--- config.mk ---
export PLATFORM = sky130hd
export DESIGN_NAME = mpc_pin_ctrl
export DESIGN_NICKNAME = d
export VERILOG_FILES = /design/src/core/mpc_pkg.sv /design/src/core/mpc_wdog.sv /design/src/core/mpc_pin_ctrl.sv
export SDC_FILE = /design/constraint.sdc
export NUM_CORES = 1
export LEC_CHECK = 0
export BUFFER_PORTS_ARGS = -buffer_cell sky130_fd_sc_hd__buf_2
export CORE_AREA = 2 2 110 112
export CTS_BUF_LIST = sky130_fd_sc_hd__clkbuf_8
export CTS_CLUSTER_DIAMETER = 120
export DETAILED_ROUTE_END_ITERATION = 6
export DIE_AREA = 0 0 112 114
export GPL_TIMING_DRIVEN = 0
export PLACE_DENSITY = 0.81
export SLEW_MARGIN = 20
export SYNTH_ARGS = -nofsm -noshare
export SYNTH_HDL_FRONTEND = slang
export SYNTH_SLANG_ARGS = --single-unit
--- constraint.sdc ---
create_clock -name core_clk -period 2.45 [get_ports core_clk]
set_input_delay 0.3675 -clock core_clk [delete_from_list [all_inputs] [get_ports core_clk]]
set_output_delay 0.3675 -clock core_clk [all_outputs]
set_load 0.005 [all_outputs]
--- src/core/mpc_pkg.sv ---
// Purpose: constants shared by the monitor pin control logic
// Assumes: 100 MHz core clock, AXI4-Lite register access
// Notes: byte addresses are aligned words
// Overview of operation
// RULE1: watchdog output asserts after 2.5 s with no serial clock activity
// RULE2: asserted watchdog pulls pin low and resets the configuration register
// RULE3: watchdog pin is open-drain pull-down only, never driven high
// RULE4: outside monitor mode, a 0 config bit pulls its general pin low
// RULE5: outside monitor mode, a 1 config bit releases its general pin
// RULE6: reading general pin config bits returns the real pin levels
// RULE7: monitor mode is active while the monitor-mode input is low
// RULE8: in monitor mode both general pins and watchdog pin are count inputs
// RULE9: four address straps form the serial address, high reads as 1
// RULE10: top-of-stack strap changes serial data out during toggle polling
// RULE11: serial data out is pull-down only; host supplies the pull-up
// RULE12: host selects the device by driving chip select low
// RULE13: discharge switches follow only host writes and watchdog reset
// RULE14: each device acts only on traffic carrying its own address
// RULE15: temperature inputs are stored in the temperature result register
// RULE16: actual watchdog timeout lies between 1 and 2.5 seconds
// RULE17: any serial clock edge restarts watchdog and releases its output
package mpc_pkg;
   // clock and timing
   localparam int unsigned CLK_MHZ = 100;
   // RULE16: timeout inside range
   localparam int unsigned WDT_TIMEOUT_MS = 2500;
   localparam int unsigned WDT_CYCLES = WDT_TIMEOUT_MS * 1000 * CLK_MHZ;

   // register byte addresses
   localparam logic [7:0] ADDR_CFG = 8'h00;
   localparam logic [7:0] ADDR_PINS = 8'h04;
   localparam logic [7:0] ADDR_TEMP = 8'h08;
   localparam logic [7:0] ADDR_IRQ_STAT = 8'h0C;
   localparam logic [7:0] ADDR_IRQ_MASK = 8'h10;

   // configuration fields
   localparam int CFG_GENERAL_IO_ONE_BIT = 0;
   localparam int CFG_GENERAL_IO_TWO_BIT = 1;
   localparam int CFG_DSC_LSB = 2;
   localparam int NUM_CELLS = 12;
   localparam int CFG_W = CFG_DSC_LSB + NUM_CELLS;
   localparam logic [CFG_W-1:0] CFG_RESET = 14'h0003;

   // pin status fields
   localparam int PINS_ADDR_LSB = 0;
   localparam int PINS_TOS_BIT = 4;
   localparam int PINS_MON_BIT = 5;
   localparam int PINS_CNT_LSB = 6;
   localparam int PINS_WDT_BIT = 9;

   // temperature fields
   localparam int TEMP_W = 12;
   localparam int TEMP_TWO_LSB = 16;

   // interrupt bits
   localparam int IRQ_W = 3;
   localparam int IRQ_WDT_FIRE = 0;
   localparam int IRQ_TEMP_DONE = 1;
   localparam int IRQ_WDT_CLEAR = 2;
   localparam logic [IRQ_W-1:0] IRQ_MASK_RESET = 3'h0;

   // bus responses
   localparam logic [1:0] RESP_OKAY = 2'h0;
   localparam logic [1:0] RESP_SLVERR = 2'h2;

   typedef enum logic [0:0]
   {
      WR_IDLE = 1'b0,
      WR_RESP = 1'b1
   } mpc_wr_e;
endpackage : mpc_pkg

--- src/core/mpc_wdog.sv ---
// Purpose: serial clock watchdog timer
// Assumes: serial clock input already synchronous to core_clk
// Notes: expired stays high until the next serial clock edge
`timescale 1ns/1ps
`default_nettype none
module mpc_wdog
#(
   parameter int unsigned CYCLES = mpc_pkg::WDT_CYCLES,
   parameter int CNT_W = $clog2(CYCLES + 1)
)
(
   input wire logic core_clk,
   input wire logic rst_b,
   input wire logic serial_clock_in,
   output logic sck_edge,
   output logic expired
);
   logic sck_q;
   logic [CNT_W-1:0] count;
   logic at_limit;

   // edge detect and limit compare
   assign sck_edge = serial_clock_in ^ sck_q;
   assign at_limit = (count == CNT_W'(CYCLES - 1));

   // sample serial clock
   always_ff @(posedge core_clk or negedge rst_b)
   begin
      if (!rst_b)
         sck_q <= 1'b0;
      else
         sck_q <= serial_clock_in;
   end

   // RULE17: restart on edge
   always_ff @(posedge core_clk or negedge rst_b)
   begin
      if (!rst_b)
         count <= '0;
      else if (sck_edge)
         count <= '0;
      else if (!at_limit)
         count <= count + CNT_W'(1);
   end

   // RULE1: timeout raises output
   always_ff @(posedge core_clk or negedge rst_b)
   begin
      if (!rst_b)
         expired <= 1'b0;
      else if (sck_edge)
         expired <= 1'b0;
      else if (at_limit)
         expired <= 1'b1;
   end
endmodule : mpc_wdog
`default_nettype wire

--- src/core/mpc_pin_ctrl.sv ---
// Purpose: control pins, watchdog, straps and registers of the cell monitor
// Assumes: all pin inputs synchronous to core_clk
// Notes: watchdog and general pins are split into input, output and enable; serial data out into output and enable
//
// The register offsets and the AXI4-Lite register port are this design's own decisions.
`timescale 1ns/1ps
`default_nettype none
module mpc_pin_ctrl
#(
   parameter int unsigned WDT_CYCLES = mpc_pkg::WDT_CYCLES
)
(
   input wire logic core_clk,
   input wire logic rst_b,
   // axi4-lite slave
   input wire logic [7:0] s_axi_awaddr,
   input wire logic s_axi_awvalid,
   output logic s_axi_awready,
   input wire logic [31:0] s_axi_wdata,
   input wire logic [3:0] s_axi_wstrb,
   input wire logic s_axi_wvalid,
   output logic s_axi_wready,
   output logic [1:0] s_axi_bresp,
   output logic s_axi_bvalid,
   input wire logic s_axi_bready,
   input wire logic [7:0] s_axi_araddr,
   input wire logic s_axi_arvalid,
   output logic s_axi_arready,
   output logic [31:0] s_axi_rdata,
   output logic [1:0] s_axi_rresp,
   output logic s_axi_rvalid,
   input wire logic s_axi_rready,
   output logic irq,
   // device pins
   input wire logic serial_clock_in,
   input wire logic chip_select_in_n,
   input wire logic watchdog_fault_out_n_i,
   output logic watchdog_fault_out_n_o,
   output logic watchdog_fault_out_n_oe,
   input wire logic general_io_one_i,
   output logic general_io_one_o,
   output logic general_io_one_oe,
   input wire logic general_io_two_i,
   output logic general_io_two_o,
   output logic general_io_two_oe,
   input wire logic monitor_mode_in_n,
   input wire logic addr_strap_bit0,
   input wire logic addr_strap_bit1,
   input wire logic addr_strap_bit2,
   input wire logic addr_strap_bit3,
   input wire logic stack_top_strap,
   output logic serial_data_out_o,
   output logic serial_data_out_oe,
   // serial engine side
   input wire logic sdo_tx_bit,
   input wire logic poll_mode,
   input wire logic poll_toggle,
   input wire logic [3:0] rx_addr,
   output logic addr_match,
   output logic [3:0] dev_address,
   // measurement side
   input wire logic [11:0] temp_sense_in_one,
   input wire logic [11:0] temp_sense_in_two,
   input wire logic temp_conv_done,
   output logic [11:0] discharge_en,
   output logic [2:0] cell_count_sel,
   output logic monitor_mode
);
   localparam int CW = mpc_pkg::CFG_W;
   localparam int IW = mpc_pkg::IRQ_W;
   localparam int TW = mpc_pkg::TEMP_W;

   // byte-lane merge for writable words
   function automatic logic [31:0] merge(input logic [31:0] old,
                                         input logic [31:0] nw,
                                         input logic [3:0] strb);
      logic [31:0] res;
      res = old;
      for (int i = 0; i < 4; i++)
         if (strb[i])
            res[8*i +: 8] = nw[8*i +: 8];
      return res;
   endfunction : merge

   // address is one of the five words
   function automatic logic mapped(input logic [7:0] a);
      return a == mpc_pkg::ADDR_CFG || a == mpc_pkg::ADDR_PINS ||
         a == mpc_pkg::ADDR_TEMP || a == mpc_pkg::ADDR_IRQ_STAT ||
         a == mpc_pkg::ADDR_IRQ_MASK;
   endfunction : mapped

   logic wdt_expired, sck_edge, wdt_q;
   logic [CW-1:0] cfg;
   logic [IW-1:0] irq_stat, irq_mask, irq_set, irq_clr, next_irq_stat;
   logic [TW-1:0] temp_one, temp_two;
   logic aw_held, w_held, do_write, wr_cfg, wr_stat, wr_mask;
   logic [7:0] awaddr_q;
   logic [31:0] wdata_q, cfg_merged, mask_merged;
   logic [3:0] wstrb_q;
   mpc_pkg::mpc_wr_e wr_state;
   logic [31:0] rd_word, cfg_view, pins_view, temp_view;

   //------------------------------------------------------------
   // watchdog
   //------------------------------------------------------------
   mpc_wdog #(.CYCLES(WDT_CYCLES)) u_wdog
   (
      .core_clk(core_clk),
      .rst_b(rst_b),
      .serial_clock_in(serial_clock_in),
      .sck_edge(sck_edge),
      .expired(wdt_expired)
   );

   //------------------------------------------------------------
   // pin drivers
   //------------------------------------------------------------
   // RULE7: low input selects monitor mode
   assign monitor_mode = !monitor_mode_in_n;
   // RULE3: watchdog pin only pulls low
   assign watchdog_fault_out_n_o = 1'b0;
   // RULE2: pulled low while expired, RULE8 input in monitor mode
   assign watchdog_fault_out_n_oe = wdt_expired && !monitor_mode;
   // RULE4: zero bit pulls pin low
   assign general_io_one_o = 1'b0;
   assign general_io_two_o = 1'b0;
   // RULE5: one bit or monitor mode releases pin
   assign general_io_one_oe = !monitor_mode && !cfg[mpc_pkg::CFG_GENERAL_IO_ONE_BIT];
   assign general_io_two_oe = !monitor_mode && !cfg[mpc_pkg::CFG_GENERAL_IO_TWO_BIT];
   // RULE11: serial data pull-down only
   assign serial_data_out_o = 1'b0;
   // RULE10: top of stack shows toggle, others release during polling
   assign serial_data_out_oe = !chip_select_in_n && (poll_mode ?
      (stack_top_strap && !poll_toggle) : !sdo_tx_bit);
   // RULE13: switches straight from host-written bits
   assign discharge_en = cfg[mpc_pkg::CFG_DSC_LSB +: mpc_pkg::NUM_CELLS];
   // RULE14: own address check for the serial engine
   assign addr_match = (rx_addr == dev_address);

   // RULE9: address and count pins captured
   always_ff @(posedge core_clk or negedge rst_b)
   begin
      if (!rst_b)
      begin
         dev_address <= 4'h0;
         cell_count_sel <= 3'h0;
         wdt_q <= 1'b0;
      end
      else
      begin
         dev_address <= {addr_strap_bit3, addr_strap_bit2,
                         addr_strap_bit1, addr_strap_bit0};
         if (monitor_mode)
            cell_count_sel <= {watchdog_fault_out_n_i, general_io_two_i,
                               general_io_one_i};
         wdt_q <= wdt_expired;
      end
   end

   //------------------------------------------------------------
   // write channel
   //------------------------------------------------------------
   assign s_axi_awready = !aw_held && wr_state == mpc_pkg::WR_IDLE;
   assign s_axi_wready = !w_held && wr_state == mpc_pkg::WR_IDLE;
   assign s_axi_bvalid = (wr_state == mpc_pkg::WR_RESP);
   assign do_write = aw_held && w_held && wr_state == mpc_pkg::WR_IDLE;
   assign wr_cfg = do_write && awaddr_q == mpc_pkg::ADDR_CFG;
   assign wr_stat = do_write && awaddr_q == mpc_pkg::ADDR_IRQ_STAT;
   assign wr_mask = do_write && awaddr_q == mpc_pkg::ADDR_IRQ_MASK;
   assign cfg_merged = merge(32'(cfg), wdata_q, wstrb_q);
   assign mask_merged = merge(32'(irq_mask), wdata_q, wstrb_q);

   // hold address and data until both are in
   always_ff @(posedge core_clk or negedge rst_b)
   begin
      if (!rst_b)
      begin
         aw_held <= 1'b0;
         w_held <= 1'b0;
         awaddr_q <= 8'h00;
         wdata_q <= 32'h00000000;
         wstrb_q <= 4'h0;
      end
      else
      begin
         if (s_axi_awvalid && s_axi_awready)
         begin
            aw_held <= 1'b1;
            awaddr_q <= s_axi_awaddr;
         end
         else if (do_write)
            aw_held <= 1'b0;
         if (s_axi_wvalid && s_axi_wready)
         begin
            w_held <= 1'b1;
            wdata_q <= s_axi_wdata;
            wstrb_q <= s_axi_wstrb;
         end
         else if (do_write)
            w_held <= 1'b0;
      end
   end

   // response state
   always_ff @(posedge core_clk or negedge rst_b)
   begin
      if (!rst_b)
      begin
         wr_state <= mpc_pkg::WR_IDLE;
         s_axi_bresp <= mpc_pkg::RESP_OKAY;
      end
      else
      begin
         case (wr_state)
            mpc_pkg::WR_IDLE:
               if (do_write)
               begin
                  wr_state <= mpc_pkg::WR_RESP;
                  s_axi_bresp <= mapped(awaddr_q) ? mpc_pkg::RESP_OKAY :
                     mpc_pkg::RESP_SLVERR;
               end
            mpc_pkg::WR_RESP:
               if (s_axi_bready)
                  wr_state <= mpc_pkg::WR_IDLE;
            default:
               wr_state <= mpc_pkg::WR_IDLE;
         endcase
      end
   end

   //------------------------------------------------------------
   // registers
   //------------------------------------------------------------
   // RULE2: watchdog forces default contents
   always_ff @(posedge core_clk or negedge rst_b)
   begin
      if (!rst_b)
         cfg <= mpc_pkg::CFG_RESET;
      else if (wdt_expired)
         cfg <= mpc_pkg::CFG_RESET;
      else if (wr_cfg)
         cfg <= cfg_merged[CW-1:0];
   end

   // RULE15: temperature results stored
   always_ff @(posedge core_clk or negedge rst_b)
   begin
      if (!rst_b)
      begin
         temp_one <= '0;
         temp_two <= '0;
      end
      else if (temp_conv_done)
      begin
         temp_one <= temp_sense_in_one;
         temp_two <= temp_sense_in_two;
      end
   end

   // sticky events, set wins over clear
   assign irq_set = {wdt_q && !wdt_expired, temp_conv_done,
                     wdt_expired && !wdt_q};
   assign irq_clr = wr_stat ? (wdata_q[IW-1:0] & {IW{wstrb_q[0]}}) : '0;
   assign next_irq_stat = (irq_stat & ~irq_clr) | irq_set;
   assign irq = |(irq_stat & irq_mask);

   // status and mask
   always_ff @(posedge core_clk or negedge rst_b)
   begin
      if (!rst_b)
      begin
         irq_stat <= '0;
         irq_mask <= mpc_pkg::IRQ_MASK_RESET;
      end
      else
      begin
         irq_stat <= next_irq_stat;
         if (wr_mask)
            irq_mask <= mask_merged[IW-1:0];
      end
   end

   //------------------------------------------------------------
   // read channel
   //------------------------------------------------------------
   // RULE6: config bits show real pin levels
   assign cfg_view = {18'h00000, cfg[CW-1:mpc_pkg::CFG_DSC_LSB],
                      general_io_two_i, general_io_one_i};
   assign pins_view = {22'h000000, wdt_expired, cell_count_sel,
                       monitor_mode, stack_top_strap, dev_address};
   assign temp_view = {4'h0, temp_two, 4'h0, temp_one};
   assign rd_word = (s_axi_araddr == mpc_pkg::ADDR_CFG) ? cfg_view :
      (s_axi_araddr == mpc_pkg::ADDR_PINS) ? pins_view :
      (s_axi_araddr == mpc_pkg::ADDR_TEMP) ? temp_view :
      (s_axi_araddr == mpc_pkg::ADDR_IRQ_STAT) ? 32'(irq_stat) :
      (s_axi_araddr == mpc_pkg::ADDR_IRQ_MASK) ? 32'(irq_mask) :
      32'h00000000;
   assign s_axi_arready = !s_axi_rvalid;

   // read data and response
   always_ff @(posedge core_clk or negedge rst_b)
   begin
      if (!rst_b)
      begin
         s_axi_rvalid <= 1'b0;
         s_axi_rdata <= 32'h00000000;
         s_axi_rresp <= mpc_pkg::RESP_OKAY;
      end
      else if (s_axi_arvalid && s_axi_arready)
      begin
         s_axi_rvalid <= 1'b1;
         s_axi_rdata <= rd_word;
         s_axi_rresp <= mapped(s_axi_araddr) ? mpc_pkg::RESP_OKAY :
            mpc_pkg::RESP_SLVERR;
      end
      else if (s_axi_rready)
         s_axi_rvalid <= 1'b0;
   end
endmodule : mpc_pin_ctrl
`default_nettype wire

After elaboration in Yosys (flattened, before gate mapping)
Cells that the tools add are included.

Logic and storage cells: 116. Output and inout port bits: 71. Input port bits: 102. Register bits after elaboration: 146.

Multiplexer cells: 25. Add/subtract/negate cells: 1. Reductions and logical operators: 50. Equal/unequal tests: 11. Bitwise logic cells: 7.

Operators with widths (count): 2-to-1 mux 28 bit (5); equality test 8 x 4 -> 1 bit (second input constant) (4); adder 28 x 1 -> 28 bit (second input constant) (1); equality test 28 bit (second input constant) (1); 2-to-1 mux 14 bit (2); logical AND 1 bit (17); equality test 8 x 3 -> 1 bit (second input constant) (2); equality test 8 x 5 -> 1 bit (second input constant) (2); logical NOT 8 bit (2); nonzero test 2 bit (7); logical NOT 1 bit (11); 2-to-1 mux 1 bit (10); AND 3 bit (3); 2-to-1 mux 3 bit (3); logical OR 1 bit (8); 2-to-1 mux 8 bit (1); AND reduction 2 bit (4); 2-to-1 mux 6 bit (1); equality test 4 bit (1); 2-to-1 mux 2 bit (2); inverter 3 bit (1); OR 3 bit (1); OR reduction 3 bit (1); inequality test 2 bit (second input constant) (1); 3 further kinds (3).

Logic depth before layout (Yosys ltp)
Depth after elaboration: 7. Gate-level depth with buffers: 6. Gate-level depth less buffers: 6.

By module
Synthesis repeated with hierarchy kept, for this count alone.

Cell total of the unflattened synthesis: 542. Area, all modules: 6299.8 um^2.

Modules (own cells, without submodules): mpc_pin_ctrl (cells an instance 379, area an instance 4743.3 um^2, seq. area each 2705.1 um^2, times used 1); mpc_wdog (cells an instance 163, area an instance 1556.5 um^2, seq. area each 750.7 um^2, times used 1).

Least setup slack after synthesis
Ideal clock, no wire load.

Kind: register to register. Start point: reg wr_state (netlist: s_axi_bvalid). End point: reg irq_mask[0]. Data required time: 2325 ps. Data arrival time: 1754 ps. Buffers on the path: 0. Cell stages (with the launch flop): 6. Period minus slack after synthesis: 1879 ps. Path slack: 571 ps. Setup time: 125 ps. Cell sequence: dfrtp_1 -> nand3b_1 -> nor4_4 -> nand2_1 -> nor4_1 -> mux2_2.

Longest elaborated chain between the ends: 4.

RTL lines: start: declaration (line mpc_pin_ctrl.sv:100) `mpc_pkg::mpc_wr_e wr_state;`; start signal: assignment (line mpc_pin_ctrl.sv:209) `wr_state <= mpc_pkg::WR_IDLE;`; start signal: assignment (line mpc_pin_ctrl.sv:218) `wr_state <= mpc_pkg::WR_RESP;`; start signal: assignment (line mpc_pin_ctrl.sv:224) `wr_state <= mpc_pkg::WR_IDLE;`; inverter 1 bit (no source line); logical AND 1 bit (line mpc_pin_ctrl.sv:166) `assign do_write = aw_held && w_held && wr_state == mpc_pkg::WR_IDLE;`; logical AND 1 bit (line mpc_pin_ctrl.sv:169) `assign wr_mask = do_write && awaddr_q == mpc_pkg::ADDR_IRQ_MASK;`; AND reduction 2 bit (no source line); end signal: assignment (line mpc_pin_ctrl.sv:273) `irq_mask <= mpc_pkg::IRQ_MASK_RESET;`; end signal: assignment (line mpc_pin_ctrl.sv:279) `irq_mask <= mask_merged[IW-1:0];`; end: declaration (line mpc_pin_ctrl.sv:94) `logic [IW-1:0] irq_stat, irq_mask, irq_set, irq_clr, next_irq_stat;`.

No other way between the ends. A chain may end at the register's enable or synchronous reset.

Final worst setup path
Same ends and word-level chain as after synthesis.

==> results.py <==
metrics = {
    "clocking": {
        "cts_root_buf": "sky130_fd_sc_hd__clkbuf_8",
        "cts-resized-gates": 0,
        "clkSlewWorstSetupHoldPaths_ps": 80,
        "cts_sink_count": 138,
        "clock_tree_from_tritoncts": "done",
        "ctsLongestPathBuffers": 2,
        "cts_buffers": 17,
        "htree_levels": 4,
        "clkLatencyLatePin_ps": 450,
    },
    "min_path": {
        "timing.hold.worst.start": "addr_strap_bit3",
        "min_path_cells": 1,
        "hold_path_endpoint": "dev_address[3]$_DFF_PN0_",
        "hp-class": "primary input to flop",
    },
    "global_route": {
        "overflow": 0,
        "vias_in_the_first_global_route": 4537,
        "grt_util_met1_pct": 27.89,
        "grt_max_degree": 102,
        "met3_capacity_usage_during_global_routing_pct": 5.792,
        "track_usage_pct": 22.21,
        "number_of_antenna_violations_at_the_first_check_in_global_routing": 0,
        "globalRouteMet2Util_pct": 37.21,
        "grt_pass1_wl_mm": 22.38,
        "global_route.peak_usage_layer": "met2",
    },
    "timing": {
        "timing.final.setup_violations": 0,
        "post-route-min-period_ps": 2236,
        "worstMarginPinSlew_ps": 983.2,
        "slew_headroom_pct": 33.85,
        "max_freq_mhz": 447.2,
        "share_of_the_clock_period_used_by_the_worst_path_pct": 91.27,
        "whs_ps": 19.19,
        "fin_worst_skew_ps": 7.957,
        "unrepaired_setup_endpoints_after_global_routing": "false",
        "finalHoldViolCount": 0,
        "timing.final.max_slew_violations": 0,
        "setup_ws_ps": 213.9,
    },
    "floorplan": {
        "die_h_um": 114,
        "die-width_um": 112,
        "core_area_mm2": 0.01171,
        "initial_core_utilization_pct": 52.22,
        "row_count": 40,
        "die_area_mm2": 0.01277,
        "io_pins": 173,
    },
    "logic_synthesis": {
        "synth_area_per_cell_um2": 11.83,
        "synth_seq_cells": 138,
        "synth-edff-count": 0,
        "share_of_the_yosys_chip_area_belonging_to_registers_pct": 56.51,
        "netlist_area_before_placement_mm2": 0.006116,
        "async_reset_ff_share_pct": 100.0,
        "synth_cell_types": 50,
        "ys_dominant_reg_cell": "sky130_fd_sc_hd__dfrtp_1",
        "mapped_cells": 517,
        "synth_top_area_share_pct": 55.65,
        "synthDominantAreaCellType": "sky130_fd_sc_hd__dfrtp_1",
        "synth_area_leaders": "sky130_fd_sc_hd__dfrtp_1 56%, sky130_fd_sc_hd__mux2_2 11%, sky130_fd_sc_hd__xor2_1 3.2%",
        "yosys_warnings": 0,
    },
    "run": {
        "max_cap_violations": 0,
    },
    "placement": {
        "dpl_worst_slack_ps": -22.72,
        "place.port_buffers": 137,
        "finalWeightedCongestion": 0.8368,
        "dp_cells": 813,
        "detailed_place_hpwl_mm": 10.32,
    },
    "worst_setup_path": {
        "timing.critical_path.required_ps": 2790,
        "critical_path.endpoint_type": "flop",
        "worstRegToRegCells": 5,
        "setup.worst_path.class": "flop to flop",
        "crit-reg2reg-capture": "irq_mask[0]$_DFFE_PN0P_",
        "worst_setup_path_start_kind": "flop",
        "cpLargestDelayFamily": "simple AND/OR/NAND/NOR gates",
        "crit_path_top_delay_cell": "sky130_fd_sc_hd__nor4_1",
        "worstPathCellList": "nand3b_1 -> nor4_4 -> nand2_1 -> nor4_1 -> mux2_2",
        "worstPathMaxFanout": 6,
        "cpPeakStageDelay_ps": 610,
        "cp.buffers_inverters": 0,
        "reg2reg_setup_slack_ps": 210,
        "arrival_ps": 2580,
        "worstReg2RegStart": "s_axi_bvalid$_DFF_PN0_",
    },
    "final_layout": {
        "area_of_the_multi_input_gates_mm2": 0.002397,
        "diodes": 0,
        "fillCellCount": 906,
        "layout.area.seq_mm2": 0.003456,
        "final_net_count": 790,
        "mostFrequentLayoutCell": "sky130_fd_sc_hd__buf_2",
        "final_cells": 847,
        "finish.utilization_pct": 63.60,
        "syn_to_final_growth_pct": 21.79,
        "ratio_of_cells_with_drive_above_1_in_the_final_layout_pct": 38.29,
        "layout.cells.most_common_list": "139 x sky130_fd_sc_hd__buf_2, 136 x sky130_fd_sc_hd__dfrtp_1, 59 x sky130_fd_sc_hd__mux2_2",
    },
    "drt": {
        "drt_first_pass_iters": 5,
        "detail_route.wirelength_mm": 13.81,
        "remaining_drc_errors": 0,
        "initialDrtViolationCount": 294,
        "num_vias": 4599,
        "detail-route-antenna-nets": 0,
        "wl_per_cell_um": 16.30,
        "via_per_inst": 5.430,
    },
    "status": {
        "status": "finished clean",
    },
    "power": {
        "cellLeakagePower_nw": 3.689,
        "irDropWorstVdd_v": 0.0004618,
        "p_per_area_mw_per_mm2": 743.1,
    },
}
==> flip-flops by register name, indices dropped and copies added (netlist names) <==
name,cells
temp_two,12
irq_mask,3
awaddr_q,8
s_axi_rvalid,1
u_wdog.count,28
wdata_q,14
s_axi_bresp,1
s_axi_rresp,1
u_wdog.expired,1
dev_address,4
s_axi_rdata,26
wstrb_q,2
u_wdog.sck_q,1
cfg,14
w_held,1
temp_one,12
aw_held,1
cell_count_sel,3
irq_stat,3
wdt_q,1
s_axi_bvalid,1
==> logic make-up (layout without fill, tap and decap cells) <==
family,Yosys count,after routing,share of synthesized area [%]
adder cells (fa/ha/maj),1,1,0.2045
multiplexers,75,75,13.48
other,1,12,0.06132
flip-flops,138,138,56.51
XOR/XNOR,27,27,3.867
buffers and inverters,56,228,4.971
AO/OA/AOI/OAI,73,73,8.572
AND/OR/NAND/NOR,146,146,12.34
==> layer usage <==
| layer | vias up | wire length (µm) |
|---|---|---|
| li1 | 2148 | - |
| met1 | 2258 | 5989 |
| met2 | 170 | 6733 |
| met3 | 23 | 833 |
| met4 | 0 | 254 |
| met5 | - | 0 |
==> cells in the mapped netlist, types with 2 or more instances <==
cell and number:
sky130_fd_sc_hd__a21o_1 3, sky130_fd_sc_hd__a21oi_1 5, sky130_fd_sc_hd__a222oi_1 3, sky130_fd_sc_hd__a22o_1 15, sky130_fd_sc_hd__a22oi_1 13, sky130_fd_sc_hd__a2bb2oi_1 3, sky130_fd_sc_hd__a31oi_1 6, sky130_fd_sc_hd__and2_1 3
sky130_fd_sc_hd__and3_1 5, sky130_fd_sc_hd__buf_2 3, sky130_fd_sc_hd__buf_4 24, sky130_fd_sc_hd__clkbuf_1 14, sky130_fd_sc_hd__dfrtp_1 136, sky130_fd_sc_hd__dfstp_2 2, sky130_fd_sc_hd__inv_1 14, sky130_fd_sc_hd__mux2_2 59
sky130_fd_sc_hd__mux2i_1 16, sky130_fd_sc_hd__nand2_1 29, sky130_fd_sc_hd__nand2b_1 2, sky130_fd_sc_hd__nand3_1 17, sky130_fd_sc_hd__nand4_1 7, sky130_fd_sc_hd__nor2_1 50, sky130_fd_sc_hd__nor2b_1 7, sky130_fd_sc_hd__nor3_1 8
sky130_fd_sc_hd__nor3_2 2, sky130_fd_sc_hd__nor4_1 5, sky130_fd_sc_hd__nor4_4 2, sky130_fd_sc_hd__o21ai_0 15, sky130_fd_sc_hd__o22ai_1 3, sky130_fd_sc_hd__xnor2_1 5, sky130_fd_sc_hd__xor2_1 22
==> repair_timing <==
| item | 4_1_cts | 5_1_grt |
|---|---|---|
| endpoints found under the hold margin | 35 | 1 |
| hold buffers | 1 | 1 |
| buffers inserted | 0 | 0 |
==> stage by stage <==
step / TNS, ps / area, µm² / total power, mW
after detailed placement: -61.54 / 7064 / 3.878
after CTS: 0 / 7438 / 5.575
after global placement: -98020 / 7027 / 3.798
after global routing: 0 / 7448 / 5.810
after floorplan: 0 / 6157 / 3.483
final: 0 / 7448 / 5.535
==> worst max path at each step <==
| stage | startpoint | end | depth (start not counted) |
|---|---|---|---|
| floorplan | s_axi_bvalid$_DFF_PN0_ | irq_mask[0]$_DFFE_PN0P_ | 5 |
| global placement | rst_b | u_wdog.count[14]$_DFFE_PN0P_ | 1 |
| detailed placement | s_axi_araddr[1] | s_axi_rdata[26]$_DFFE_PN0P_ | 6 |
| CTS | s_axi_bvalid$_DFF_PN0_ | irq_mask[0]$_DFFE_PN0P_ | 5 |
| global route | s_axi_bvalid$_DFF_PN0_ | irq_mask[2]$_DFFE_PN0P_ | 5 |
| finish | s_axi_bvalid$_DFF_PN0_ | irq_mask[0]$_DFFE_PN0P_ | 5 |
==> where the power goes <==
group          leakage (nW)  internal (mW)  switching [mW]
Combinational          1.75          0.523           0.413
Clock                 0.177          0.732           0.966
Sequential             1.77           2.62           0.278
==> cell type report <==
type / instances / share of cell area (%)
multi-input cells: 334 / 32.19
plain buffers: 42 / 3.376
well taps: 147 / 2.469
repair buffers: 140 / 9.978
inverters: 14 / 0.7055
clock inverters: 15 / 1.747
clock buffers: 17 / 3.141
flip-flops and latches: 138 / 46.40
No activity file was read; power rests on OpenSTA's default activity.
